<file path="config.mk">
export PLATFORM = sky130hd
export DESIGN_NAME = fotc_diag_regs
export DESIGN_NICKNAME = d
export VERILOG_FILES = /design/src/hw/fotc_pkg.sv /design/src/hw/fotc_diag_regs.sv /design/src/hw/fotc_pulse_gen.sv
export VERILOG_INCLUDE_DIRS = /design/src /design/src/hw
export SDC_FILE = /design/constraint.sdc
export NUM_CORES = 1
export LEC_CHECK = 0
export ABC_AREA = 0
export CAP_MARGIN = 20
export CORE_ASPECT_RATIO = 0.75
export CORE_MARGIN = 3
export CORE_UTILIZATION = 30
export CTS_CLUSTER_DIAMETER = 30
export CTS_CLUSTER_SIZE = 16
export DETAILED_ROUTE_END_ITERATION = 16
export DONT_BUFFER_PORTS = 1
export PLACE_DENSITY_LB_ADDON = 0.08
export SYNTH_ARGS = -nofsm -noshare
export SYNTH_HDL_FRONTEND = slang
export SYNTH_HIERARCHICAL = 1
export SYNTH_SLANG_ARGS = --single-unit
export TNS_END_PERCENT = 30
</file>
<file path="constraint.sdc">
create_clock -name clk -period 1.33 [get_ports clk]
set_input_delay 0.266 -clock clk [delete_from_list [all_inputs] [get_ports clk]]
set_output_delay 0.266 -clock clk [all_outputs]
set_load 0.1 [all_outputs]
</file>
<file path="src/hw/fotc_defines.svh">
// Offsets, field positions, reset values and timing counts of the diagnostics registers.
// Assumes inclusion by bare name from the package and the register bank module.
`ifndef FOTC_DEFINES_SVH
`define FOTC_DEFINES_SVH

`define FOTC_PAGE_DIAG        3'h2
`define FOTC_OFS_FREQ         5'h15
`define FOTC_OFS_CABLE        5'h16

`define FOTC_FREQ_POLL_BIT    15
`define FOTC_FREQ_SEL_BIT     8
`define FOTC_FREQ_RESULT_MSB  7
`define FOTC_FREQ_RESET       16'h0000

`define FOTC_CBL_ENABLE_BIT   15
`define FOTC_CBL_FAST_BIT     14
`define FOTC_CBL_PAIR_BIT     13
`define FOTC_CBL_RXCH_BIT     12
`define FOTC_CBL_SEND_BIT     11
`define FOTC_CBL_WIDTH_MSB    10
`define FOTC_CBL_WIDTH_LSB    8
`define FOTC_CBL_RESET        16'h0020

`define FOTC_CLK_PERIOD_NS    100
`define FOTC_POLL_WAIT_CYC    4'h3

`endif

</file>
<file path="src/hw/fotc_pkg.sv">
// Types shared by the diagnostics register bank and its pulse sequencer.
// Assumes the defines header is on the include path.
`include "fotc_defines.svh"

package fotc_pkg;

    // Register access request from the management interface.
    typedef struct packed {
        logic        wr;
        logic        rd;
        logic [2:0]  page;
        logic [4:0]  addr;
        logic [15:0] wdata;
    } fotc_req_t;

    // Cable test pulse command handed to the pulse sequencer.
    typedef struct packed {
        logic       fast;
        logic       pair;
        logic [2:0] width;
    } fotc_pulse_cmd_t;

    // Poll sequencer states.
    typedef enum logic [2:0] {
        FOTC_IDLE  = 3'b001,
        FOTC_WAIT  = 3'b010,
        FOTC_LOAD  = 3'b100
    } fotc_poll_state_t;

    // Pulse sequencer states.
    typedef enum logic [2:0] {
        FOTC_P_IDLE = 3'b001,
        FOTC_P_HIGH = 3'b010,
        FOTC_P_DONE = 3'b100
    } fotc_pulse_state_t;

endpackage : fotc_pkg

</file>
<file path="src/hw/fotc_diag_regs.sv">
// Link diagnostics register bank: frequency offset readout and cable test control.
// Assumes a single-cycle management register port on clk and a DSP with req/ack handshake.
//
// How it works
// - A poll with the select bit low fetches the long-term offset from the DSP.
// - A poll with the select bit high fetches the offset plus short-term correction.
// - The poll trigger is write-only and always reads back as zero.
// - Bits 14 to 9 of the offset register ignore writes and read as zero.
// - The result is an 8-bit two's-complement value passed unchanged from the DSP.
// - The result is read-only, resets to zero and changes only on a polled load.
// - The enable bit, reset low, forces the analog front end into cable test state.
// - With the fast bit set, pulses go through the 100 Mb transmitter in 8 ns clocks.
// - Successive fast-transmitter pulses alternate in polarity.
// - With the fast bit clear, the 10 Mb link pulse generator sends 50 or 100 ns.
// - The pair select bit sends pulses on the transmit pair at 0, receive pair at 1.
// - The width field in bits 10 to 8 gives the pulse width in transmitter clocks.
//
// Limitations
// The result is only as fresh as the last poll; software polls again to refresh it.
// A poll written while another is in flight is dropped, though its select bit is kept.
// A send written while a pulse is in flight is dropped; the busy send bit reads as one.
// A send written with the enable bit low never starts and stays pending until reset.
// The slow path clamps any width above two clocks to the full link pulse.
// A width of zero sends no pulse but still completes, for baseline measurement.
// Every output is registered; all but dsp_req and dsp_sel_control trail the internal state by one clock.
// The DSP acknowledge and value come from logic on this clock and are not synchronised.
// Writes and reads on any page other than the diagnostics page are ignored here.
`timescale 1ns/1ps
`include "fotc_defines.svh"

module fotc_diag_regs
    import fotc_pkg::*;
(
    input  wire logic        clk,
    input  wire logic        reset_n,
    input  wire fotc_req_t   req,
    output logic [15:0]      rdata,
    output logic             dsp_req,
    output logic             dsp_sel_control,
    input  wire logic        dsp_ack,
    input  wire logic [7:0]  dsp_value,
    output logic             diag_mode,
    output logic             pulse_active,
    output logic             pulse_negative,
    output logic             pulse_fast,
    output logic             pulse_pair,
    output logic             capture_rx_pair
);

    // ------------------------------------------------------------------
    // Address decode
    // ------------------------------------------------------------------

    logic hit_freq;
    logic hit_cable;
    logic wr_freq;
    logic wr_cable;
    logic rd_freq;
    logic rd_cable;
    logic wr_poll;
    logic wr_sel;
    logic wr_send;

    // Registers answer only on the diagnostics page.
    assign hit_freq  = (req.page == `FOTC_PAGE_DIAG) && (req.addr == `FOTC_OFS_FREQ);
    assign hit_cable = (req.page == `FOTC_PAGE_DIAG) && (req.addr == `FOTC_OFS_CABLE);

    // Qualified strobes; any other page or address leaves every register untouched.
    assign wr_freq  = req.wr && hit_freq;
    assign wr_cable = req.wr && hit_cable;
    assign rd_freq  = req.rd && hit_freq;
    assign rd_cable = req.rd && hit_cable;

    // Write fields that start an action or pick a source rather than being stored whole.
    assign wr_poll = req.wdata[`FOTC_FREQ_POLL_BIT];
    assign wr_sel  = req.wdata[`FOTC_FREQ_SEL_BIT];
    assign wr_send = req.wdata[`FOTC_CBL_SEND_BIT];

    // ------------------------------------------------------------------
    // Frequency offset readout
    // ------------------------------------------------------------------

    fotc_poll_state_t poll_q, poll_d;
    logic             sel_q, sel_d;
    logic             poll_sel_q, poll_sel_d;
    logic [7:0]       result_q, result_d;
    logic             dreq_q, dreq_d;
    logic [7:0]       cap_q, cap_d;

    // Poll sequencer: latch the selection, request the DSP, load the result whole.
    // The value is caught into a holding register on the acknowledge and copied one
    // clock later, so a read landing on the acknowledge edge still sees the old byte.
    // Only the select bit of a write is stored; bits 14 to 9 have no storage at all.
    always_comb begin
        poll_d     = poll_q;
        sel_d      = sel_q;
        poll_sel_d = poll_sel_q;
        result_d   = result_q;
        dreq_d     = dreq_q;
        cap_d      = cap_q;
        if (wr_freq) begin
            sel_d = wr_sel;
        end
        case (poll_q)
            FOTC_IDLE: begin
                if (wr_freq && wr_poll) begin
                    // Selection is taken from the same write as the trigger.
                    poll_sel_d = wr_sel;
                    dreq_d     = 1'b1;
                    poll_d     = FOTC_WAIT;
                end
            end
            FOTC_WAIT: begin
                if (dsp_ack) begin
                    cap_d  = dsp_value;
                    dreq_d = 1'b0;
                    poll_d = FOTC_LOAD;
                end
            end
            FOTC_LOAD: begin
                result_d = cap_q;
                poll_d   = FOTC_IDLE;
            end
            default: begin
                poll_d = FOTC_IDLE;
            end
        endcase
    end

    // Poll sequencer registers.
    always_ff @(posedge clk or negedge reset_n) begin
        if (!reset_n) begin
            poll_q     <= FOTC_IDLE;
            sel_q      <= 1'b0;
            poll_sel_q <= 1'b0;
            result_q   <= 8'(`FOTC_FREQ_RESET);
            dreq_q     <= 1'b0;
            cap_q      <= 8'h00;
        end else begin
            poll_q     <= poll_d;
            sel_q      <= sel_d;
            poll_sel_q <= poll_sel_d;
            result_q   <= result_d;
            dreq_q     <= dreq_d;
            cap_q      <= cap_d;
        end
    end

    // ------------------------------------------------------------------
    // Cable test control
    // ------------------------------------------------------------------

    logic [15:0]     cable_q, cable_d;
    logic            send_q, send_d;
    logic            start_q, start_d;
    logic            pdone;
    fotc_pulse_cmd_t pcmd;

    // Control register; the send bit self-clears when the pulse is done.
    // The send bit is kept apart from the stored word so that a write can never
    // cancel a pulse in flight, and a second send while one is busy is dropped.
    // A send written with the enable bit low never starts and stays set until reset.
    always_comb begin
        cable_d = cable_q;
        send_d  = send_q;
        start_d = 1'b0;
        if (wr_cable) begin
            cable_d = req.wdata;
            cable_d[`FOTC_CBL_SEND_BIT] = 1'b0;
            if (wr_send && !send_q) begin
                send_d  = 1'b1;
                start_d = 1'b1;
            end
        end
        if (pdone) begin
            send_d = 1'b0;
        end
    end

    // Cable control registers.
    always_ff @(posedge clk or negedge reset_n) begin
        if (!reset_n) begin
            cable_q <= `FOTC_CBL_RESET;
            send_q  <= 1'b0;
            start_q <= 1'b0;
        end else begin
            cable_q <= cable_d;
            send_q  <= send_d;
            start_q <= start_d;
        end
    end

    // Pulse command taken from the stored control word.
    assign pcmd.fast  = cable_q[`FOTC_CBL_FAST_BIT];
    assign pcmd.pair  = cable_q[`FOTC_CBL_PAIR_BIT];
    assign pcmd.width = cable_q[`FOTC_CBL_WIDTH_MSB:`FOTC_CBL_WIDTH_LSB];

    // Raw sequencer state; it is registered once more before it reaches the pins.
    logic pact, pneg, pfast, ppair;

    fotc_pulse_gen u_pulse (
        .clk            (clk),
        .reset_n        (reset_n),
        .start          (start_q && cable_q[`FOTC_CBL_ENABLE_BIT]),
        .cmd            (pcmd),
        .pulse_active   (pact),
        .pulse_negative (pneg),
        .pulse_fast     (pfast),
        .pulse_pair     (ppair),
        .done           (pdone)
    );

    // ------------------------------------------------------------------
    // Read data
    // ------------------------------------------------------------------

    logic [15:0] rdata_q, rdata_d;

    // Read mux; poll bit and reserved bits return zero, and so does an idle cycle.
    always_comb begin
        rdata_d = 16'h0000;
        if (rd_freq) begin
            rdata_d[`FOTC_FREQ_SEL_BIT] = sel_q;
            rdata_d[`FOTC_FREQ_RESULT_MSB:0] = result_q;
        end else if (rd_cable) begin
            rdata_d = cable_q;
            rdata_d[`FOTC_CBL_SEND_BIT] = send_q;
        end
    end

    // Read data register; the word stands for exactly one cycle after the read edge,
    // so a master that samples late sees zero rather than a stale word.
    always_ff @(posedge clk or negedge reset_n) begin
        if (!reset_n) begin
            rdata_q <= 16'h0000;
        end else begin
            rdata_q <= rdata_d;
        end
    end

    // ------------------------------------------------------------------
    // Pin-side outputs
    // ------------------------------------------------------------------

    logic diag_mode_q, diag_mode_d;
    logic pact_q,      pact_d;
    logic pneg_q,      pneg_d;
    logic pfast_q,     pfast_d;
    logic ppair_q,     ppair_d;
    logic rx_pair_q,   rx_pair_d;
    logic dsp_req_q,   dsp_req_d;
    logic dsp_sel_q,   dsp_sel_d;

    // Next values of the pin-side outputs; each one but dsp_req and dsp_sel_control trails its source by one clock,
    // which keeps combinational glitches of the sequencers off the pins.
    always_comb begin
        diag_mode_d = cable_q[`FOTC_CBL_ENABLE_BIT];
        pact_d      = pact;
        pneg_d      = pneg;
        pfast_d     = pfast;
        ppair_d     = ppair;
        rx_pair_d   = cable_q[`FOTC_CBL_RXCH_BIT];
        dsp_req_d   = dreq_d;
        dsp_sel_d   = poll_sel_d;
    end

    // Output registers.
    always_ff @(posedge clk or negedge reset_n) begin
        if (!reset_n) begin
            diag_mode_q <= 1'b0;
            pact_q      <= 1'b0;
            pneg_q      <= 1'b0;
            pfast_q     <= 1'b0;
            ppair_q     <= 1'b0;
            rx_pair_q   <= 1'b0;
            dsp_req_q   <= 1'b0;
            dsp_sel_q   <= 1'b0;
        end else begin
            diag_mode_q <= diag_mode_d;
            pact_q      <= pact_d;
            pneg_q      <= pneg_d;
            pfast_q     <= pfast_d;
            ppair_q     <= ppair_d;
            rx_pair_q   <= rx_pair_d;
            dsp_req_q   <= dsp_req_d;
            dsp_sel_q   <= dsp_sel_d;
        end
    end

    // Every output comes straight from a flip-flop.
    assign rdata           = rdata_q;
    assign diag_mode       = diag_mode_q;
    assign pulse_active    = pact_q;
    assign pulse_negative  = pneg_q;
    assign pulse_fast      = pfast_q;
    assign pulse_pair      = ppair_q;
    assign capture_rx_pair = rx_pair_q;
    assign dsp_req         = dsp_req_q;
    assign dsp_sel_control = dsp_sel_q;

endmodule : fotc_diag_regs

</file>
<file path="src/hw/fotc_pulse_gen.sv">
// Cable test pulse sequencer: times one pulse and tracks polarity on the fast path.
// Assumes clk and reset_n of the register bank and a one-cycle start strobe.
`timescale 1ns/1ps

module fotc_pulse_gen
    import fotc_pkg::*;
(
    input  wire logic            clk,
    input  wire logic            reset_n,
    input  wire logic            start,
    input  wire fotc_pulse_cmd_t cmd,
    output logic                 pulse_active,
    output logic                 pulse_negative,
    output logic                 pulse_fast,
    output logic                 pulse_pair,
    output logic                 done
);

    fotc_pulse_state_t state_q, state_d;
    logic [2:0]        cnt_q, cnt_d;
    logic              neg_q, neg_d;
    logic              fast_q, fast_d;
    logic              pair_q, pair_d;
    logic              done_q, done_d;

    // Next-state logic; the width counts clocks of the selected transmitter.
    always_comb begin
        state_d = state_q;
        cnt_d   = cnt_q;
        neg_d   = neg_q;
        fast_d  = fast_q;
        pair_d  = pair_q;
        done_d  = 1'b0;
        case (state_q)
            FOTC_P_IDLE: begin
                if (start) begin
                    fast_d = cmd.fast;
                    pair_d = cmd.pair;
                    // Slow path only has a half or full link pulse.
                    cnt_d  = cmd.fast ? cmd.width : ((cmd.width > 3'h2) ? 3'h2 : cmd.width);
                    if (cmd.width == 3'h0) begin
                        state_d = FOTC_P_DONE;
                    end else begin
                        state_d = FOTC_P_HIGH;
                    end
                end
            end
            FOTC_P_HIGH: begin
                cnt_d = cnt_q - 3'h1;
                if (cnt_q == 3'h1) begin
                    state_d = FOTC_P_DONE;
                    if (fast_q) begin
                        neg_d = ~neg_q;
                    end
                end
            end
            FOTC_P_DONE: begin
                done_d  = 1'b1;
                state_d = FOTC_P_IDLE;
            end
            default: begin
                state_d = FOTC_P_IDLE;
            end
        endcase
    end

    // State registers.
    always_ff @(posedge clk or negedge reset_n) begin
        if (!reset_n) begin
            state_q <= FOTC_P_IDLE;
            cnt_q   <= 3'h0;
            neg_q   <= 1'b0;
            fast_q  <= 1'b0;
            pair_q  <= 1'b0;
            done_q  <= 1'b0;
        end else begin
            state_q <= state_d;
            cnt_q   <= cnt_d;
            neg_q   <= neg_d;
            fast_q  <= fast_d;
            pair_q  <= pair_d;
            done_q  <= done_d;
        end
    end

    assign pulse_active   = (state_q == FOTC_P_HIGH);
    assign pulse_negative = neg_q;
    assign pulse_fast     = fast_q;
    assign pulse_pair     = pair_q;
    assign done           = done_q;

endmodule : fotc_pulse_gen

</file>
Word-level counts from Yosys, hierarchy flattened:

Index checks and enable logic that the tools add are counted.

* word-level logic and storage cells: 86
* bits in read-only memories: 0
* memories: 0
* bits in latches: 0
* bits in writable memories: 0
* output and inout port bits: 24
* input port bits: 37
* register bits: 71

* reduce and logical (&&, ||, !) cells: 24
* $add $sub $neg: 1
* $lt $le $gt $ge: 1
* bitwise logic cells: 1
* equal/unequal tests: 14
* shift operators: 0
* mux-type cells: 23
* $mul: 0
* divide/modulo/power cells: 0

Operator list (number)
* $mux 3: 8
* $pmux 3 s2: 3
* $mux 16: 1
* $reduce_and 2->1: 7
* $eq 5x5->1 const B: 2
* $eq 3x1->1 const B: 3
* $eq 3x2->1 const B: 3
* $logic_and 1x1->1: 9
* $mux 9: 1
* $mux 1: 8
* $reduce_bool 2->1: 4
* $mux 7: 1
* $eq 3x3->1 const B: 2
* $reduce_and 3->1: 2
* $ne 2x1->1 const B: 2
* $ne 2x2->1 const B: 2
* $gt 3x2->1 const B: 1
* $logic_not 3->1: 1
* $sub 3x1->3 const B: 1
* $pmux 1 s2: 1
* $logic_not 1->1: 1
* $not 1->1: 1

Logic depth before layout (Yosys ltp):

* depth in word-level cells: 6
* depth in mapped cells: 6
* mapped depth without buffers: 5

Hierarchy:

The synthesis kept the hierarchy.

By module, submodules not included
* fotc_diag_regs: instances 1, cells an instance 147, area an instance 2297.2 um^2, sequential area each 1529.0 um^2
* fotc_pulse_gen: instances 1, cells an instance 45, area an instance 493.0 um^2, sequential area each 251.5 um^2

Worst setup path after synthesis:

OpenSTA, ideal clock, no wires.

* path type: input port to flip-flop
* start: in req[19] (netlist bit)
* end: reg cable_q[10]
* stages on the path: 5
* setup slack: -0.108 ns
* path buffers: 2
* required time: 1.205 ns
* setup time: 0.125 ns
* arrival: 1.313 ns
* cell sequence: and4bb_4 and3_1 buf_6 buf_12 mux2_4

* word-level cells in the longest chain between the ends: 3

Ends and longest elaborated chain
* start, declared: line fotc_diag_regs.sv:36 `input wire fotc_req_t req,`
* $eq 5x5->1 (no line)
* $logic_and 1x1->1: line fotc_diag_regs.sv:66 `` assign hit_cable = (req.page == `FOTC_PAGE_DIAG) && (req.addr == `FOTC_OFS_CABLE); ``
* $logic_and 1x1->1: line fotc_diag_regs.sv:70 `assign wr_cable = req.wr && hit_cable;`
* end signal, assigned: line fotc_diag_regs.sv:183 `` cable_q <= `FOTC_CBL_RESET; ``
* end signal, assigned: line fotc_diag_regs.sv:187 `cable_q <= cable_d;`
* end, declared: line fotc_diag_regs.sv:153 `logic [15:0] cable_q, cable_d;`

No other way between the ends.
A chain may end at the register's enable or synchronous reset.

Worst setup path in the final report:

* start: reg poll_q[2]
* end: reg cap_q[7]

* word-level cells in the longest chain between the ends: 2

Ends and longest elaborated chain
* start, declared: line fotc_diag_regs.sv:83 `fotc_poll_state_t poll_q, poll_d;`
* start signal, assigned: line fotc_diag_regs.sv:140 `poll_q <= poll_d;`
* $eq 3x2->1: line fotc_diag_regs.sv:104 `case (poll_q)`
* $reduce_and 2->1 (no line)
* end signal, assigned: line fotc_diag_regs.sv:145 `cap_q <= cap_d;`
* end, declared: line fotc_diag_regs.sv:88 `logic [7:0] cap_q, cap_d;`

No other way between the ends.

==> results.sh <==
export IMPL_status="finished with violations"
export IMPL_violations="negative hold slack, negative setup slack"
export IMPL_hold_class="input port to async pin"
export IMPL_first_pass_iters=4
export IMPL_ys_seq_elements=71
export IMPL_final_antenna_net_count=0
export IMPL_cts_htree_levels=3
export IMPL_yosysSeqAreaShare_pct=63.8
export IMPL_core_mm2=0.00874
export IMPL_final_hold_viol_count=71
export IMPL_regToRegSetupSlack_ns=-0.01
export IMPL_syn_area_mm2=0.00279
export IMPL_synth_top_area_share_pct=61.0
export IMPL_cts_buffers=9
export IMPL_drive_above_1_share_pct=43.8
export IMPL_netlist_instances=192
export IMPL_fill_cells=838
export IMPL_grt_pass1_wl_mm=9.97
export IMPL_rsz0062_at_grt="yes"
export IMPL_wirelength_mm=6.13
export IMPL_die_h_um=89.5
export IMPL_finalClockSkew_ns=0.00386
export IMPL_synth_area_leaders="dfrtp_1, mux2_2, mux2_4"
export IMPL_dpl_hpwl_mm=4.38
export IMPL_utilization_pct=40.2
export IMPL_path_cells="nor2_2, and3_4, buf_4, mux2_2"
export IMPL_path_clk_slew_ns=0.06
export IMPL_grt_pass1_vias=1868
export IMPL_yosysWarnings=6
export IMPL_tritoncts="built"
export IMPL_use_met2_pct=18.9
export IMPL_antenna_found_initial=0
export IMPL_synth_avg_cell_area_um2=14.5
export IMPL_period_share_pct=101
export IMPL_worstPathMaxFanout=5
export IMPL_ios=61
export IMPL_holdWs_ns=-0.365
export IMPL_slowest_delay_ns=0.43
export IMPL_grt_use_total_pct=12.5
export IMPL_grt_max_degree=72
export IMPL_vias=1671
export IMPL_rows=29
export IMPL_slew_violations=0
export IMPL_diodes=0
export IMPL_port_buffers=0
export IMPL_cp_end_kind="flop"
export IMPL_globalRouteOverflowTotal=0
export IMPL_wl_per_cell_um=16.7
export IMPL_rr_worst_depth=4
export IMPL_peakVddDrop_uv=467
export IMPL_busiest_layer="met2"
export IMPL_nets=276
export IMPL_relSlewSlack_pct=79.2
export IMPL_grtUsageMet1_pct=15.5
export IMPL_place_gp_congestion=0.765
export IMPL_clockBufferDepth=2
export IMPL_drc_errors=0
export IMPL_synth_area_leader_cell="dfrtp_1"
export IMPL_cp_start_kind="flop"
export IMPL_finalCriticalPeriod_ns=1.34
export IMPL_via_per_inst=4.57
export IMPL_worstMarginPinSlew_ns=0.312
export IMPL_setup_viol=3
export IMPL_required_ns=1.53
export IMPL_clock_root_buffer="clkbuf_16"
export IMPL_setup_slack_ns=-0.0108
export IMPL_areaGrowthSynthToFinish_pct=26.1
export IMPL_die_w_um=117
export IMPL_synth_net_count=231
export IMPL_start_util_pct=31.9
export IMPL_insertion_delay_ns=0.32
export IMPL_ys_types=42
export IMPL_p_per_area_mw_per_mm2=1280
export IMPL_arrival_ns=1.55
export IMPL_die_area_mm2=0.0105
export IMPL_fmax_mhz=746
export IMPL_dr_first_iter_drc_count=69
export IMPL_crit_slowest_cell="dfrtp_2"
export IMPL_path_class="flop to flop"
export IMPL_leakagePower_nw=1.70
export IMPL_max_cap_violations=0
export IMPL_met3_usage_pct=5.57
export IMPL_clkSinkCount=71
## registers in the layout, summed over array words and instances (netlist names)
register                flops
cable_q                    15
cap_q                       8
capture_rx_pair             1
diag_mode                   1
dsp_req                     1
dsp_sel_control             1
poll_q                      3
pulse_active                1
pulse_fast                  1
pulse_negative              1
pulse_pair                  1
rdata                      16
result_q                    8
sel_q                       1
send_q                      1
start_q                     1
u_pulse/cnt_q               3
u_pulse/done                1
u_pulse/pulse_fast          1
u_pulse/pulse_negative      1
u_pulse/pulse_pair          1
u_pulse/state_q             3
## logic make-up after synthesis
| logic type | count (synthesis) | share of synthesized area [%] |
|---|---|---|
| AO/OA/AOI/OAI | 20 | 5.65 |
| XOR/XNOR | 1 | 0.314 |
| adder cells (fa/ha/maj) | 2 | 0.897 |
| buffers and inverters | 11 | 2.91 |
| flip-flops | 71 | 63.8 |
| multiplexers | 33 | 14.5 |
| AND/OR/NAND/NOR | 54 | 11.9 |
## placed cells by master (no fill, tap or decap), types with 2 or more instances in the layout
cell,count
mux2_2,24
clkbuf_1,3
a22oi_1,9
o211ai_1,2
clkinv_2,3
buf_12,2
clkbuf_16,9
dfrtp_1,67
nor2_1,13
and3_1,8
nand2_1,7
dfstp_2,3
mux2_4,9
inv_1,3
a21oi_1,2
nand3_1,3
nor2b_1,3
and4bb_4,2
ha_1,2
buf_4,38
## cell type report
cell class	count	area, um2	share of cell area [%]
Multi-Input combinational cell	110	965	27.4
Sequential cell	71	1780	50.7
Tap cell	124	155	4.41
Timing Repair Buffer	41	337	9.57
Clock inverter	4	22.5	0.640
Clock buffer	12	236	6.72
Inverter	4	20.0	0.569
## critical path, delay by kind of cell (launching register included)
| kind | cells | cell delay, ns |
|---|---|---|
| DFF | 1 | 0.43 |
| muxes | 1 | 0.34 |
| and+or+nand+nor | 2 | 0.30 |
| buffers and inverters | 1 | 0.15 |
## per-stage QoR
stage               setup WS [ns]  total power, W  area, um2  setup TNS (ns)  std cells
floorplan                  -0.108         0.00239       2790          -0.973        192
global placement           -0.114         0.00243       3190           -1.82        347
detailed placement         -0.135         0.00243       3190           -2.39        347
CTS                      -0.00423         0.00458       3460        -0.00423        363
global route              -0.0725         0.00466       3520          -0.658        366
finish                    -0.0108         0.00449       3520         -0.0173        366
## synthesized netlist by cell type (all sizes together)
master,n
a211oi,1
a21oi,2
a22o,1
a22oi,9
a311oi,1
a41oi,1
and2,2
and3,9
and3b,2
and4b,1
and4bb,2
buf,6
clkbuf,1
clkinv,1
dfrtp,68
dfstp,3
ha,2
inv,3
mux2,33
nand2,7
nand2b,1
nand3,3
nand4,1
nand4b,1
nand4bb,1
nor2,14
nor2b,4
nor3,2
nor3b,2
nor4bb,1
o211ai,2
o21ai,1
o22ai,1
o31ai,1
or3b,1
xnor2,1
## report_power, final
group	switching, W	leakage (nW)	total [W]	internal [W]
Sequential	0.0000318	0.968	0.00224	0.00221
Combinational	0.0000835	0.604	0.000156	0.0000724
Clock	0.000844	0.126	0.00210	0.00125
## timing repair
action / CTS / global route
pin swaps: 1 / 3
hold endpoints to repair: 71 / 71
setup endpoints to repair: 10 / 23
buffers inserted: 0 / 3
resized for setup: 2 / 11
## worst paths after layout
| kind | start | to |
|---|---|---|
| worst max-delay path | poll_q[2] | cap_q[7] |
| worst min-delay path | reset_n | u_pulse/cnt_q[1] |
| worst max register to register | poll_q[2] | cap_q[7] |
| worst min register to register | u_pulse/pulse_pair | pulse_pair |
| max in group asynchronous | reset_n | poll_q[0] |
| min in group clk | dsp_ack | poll_q[1] |
## metal layers
metal | up-vias | part of all wire (%)
met5 | - | 0
met4 | 0 | 1.7
met3 | 13 | 7.7
met2 | 61 | 44
met1 | 825 | 46
li1 | 772 | -
No activity file was read; power rests on OpenSTA's default activity.
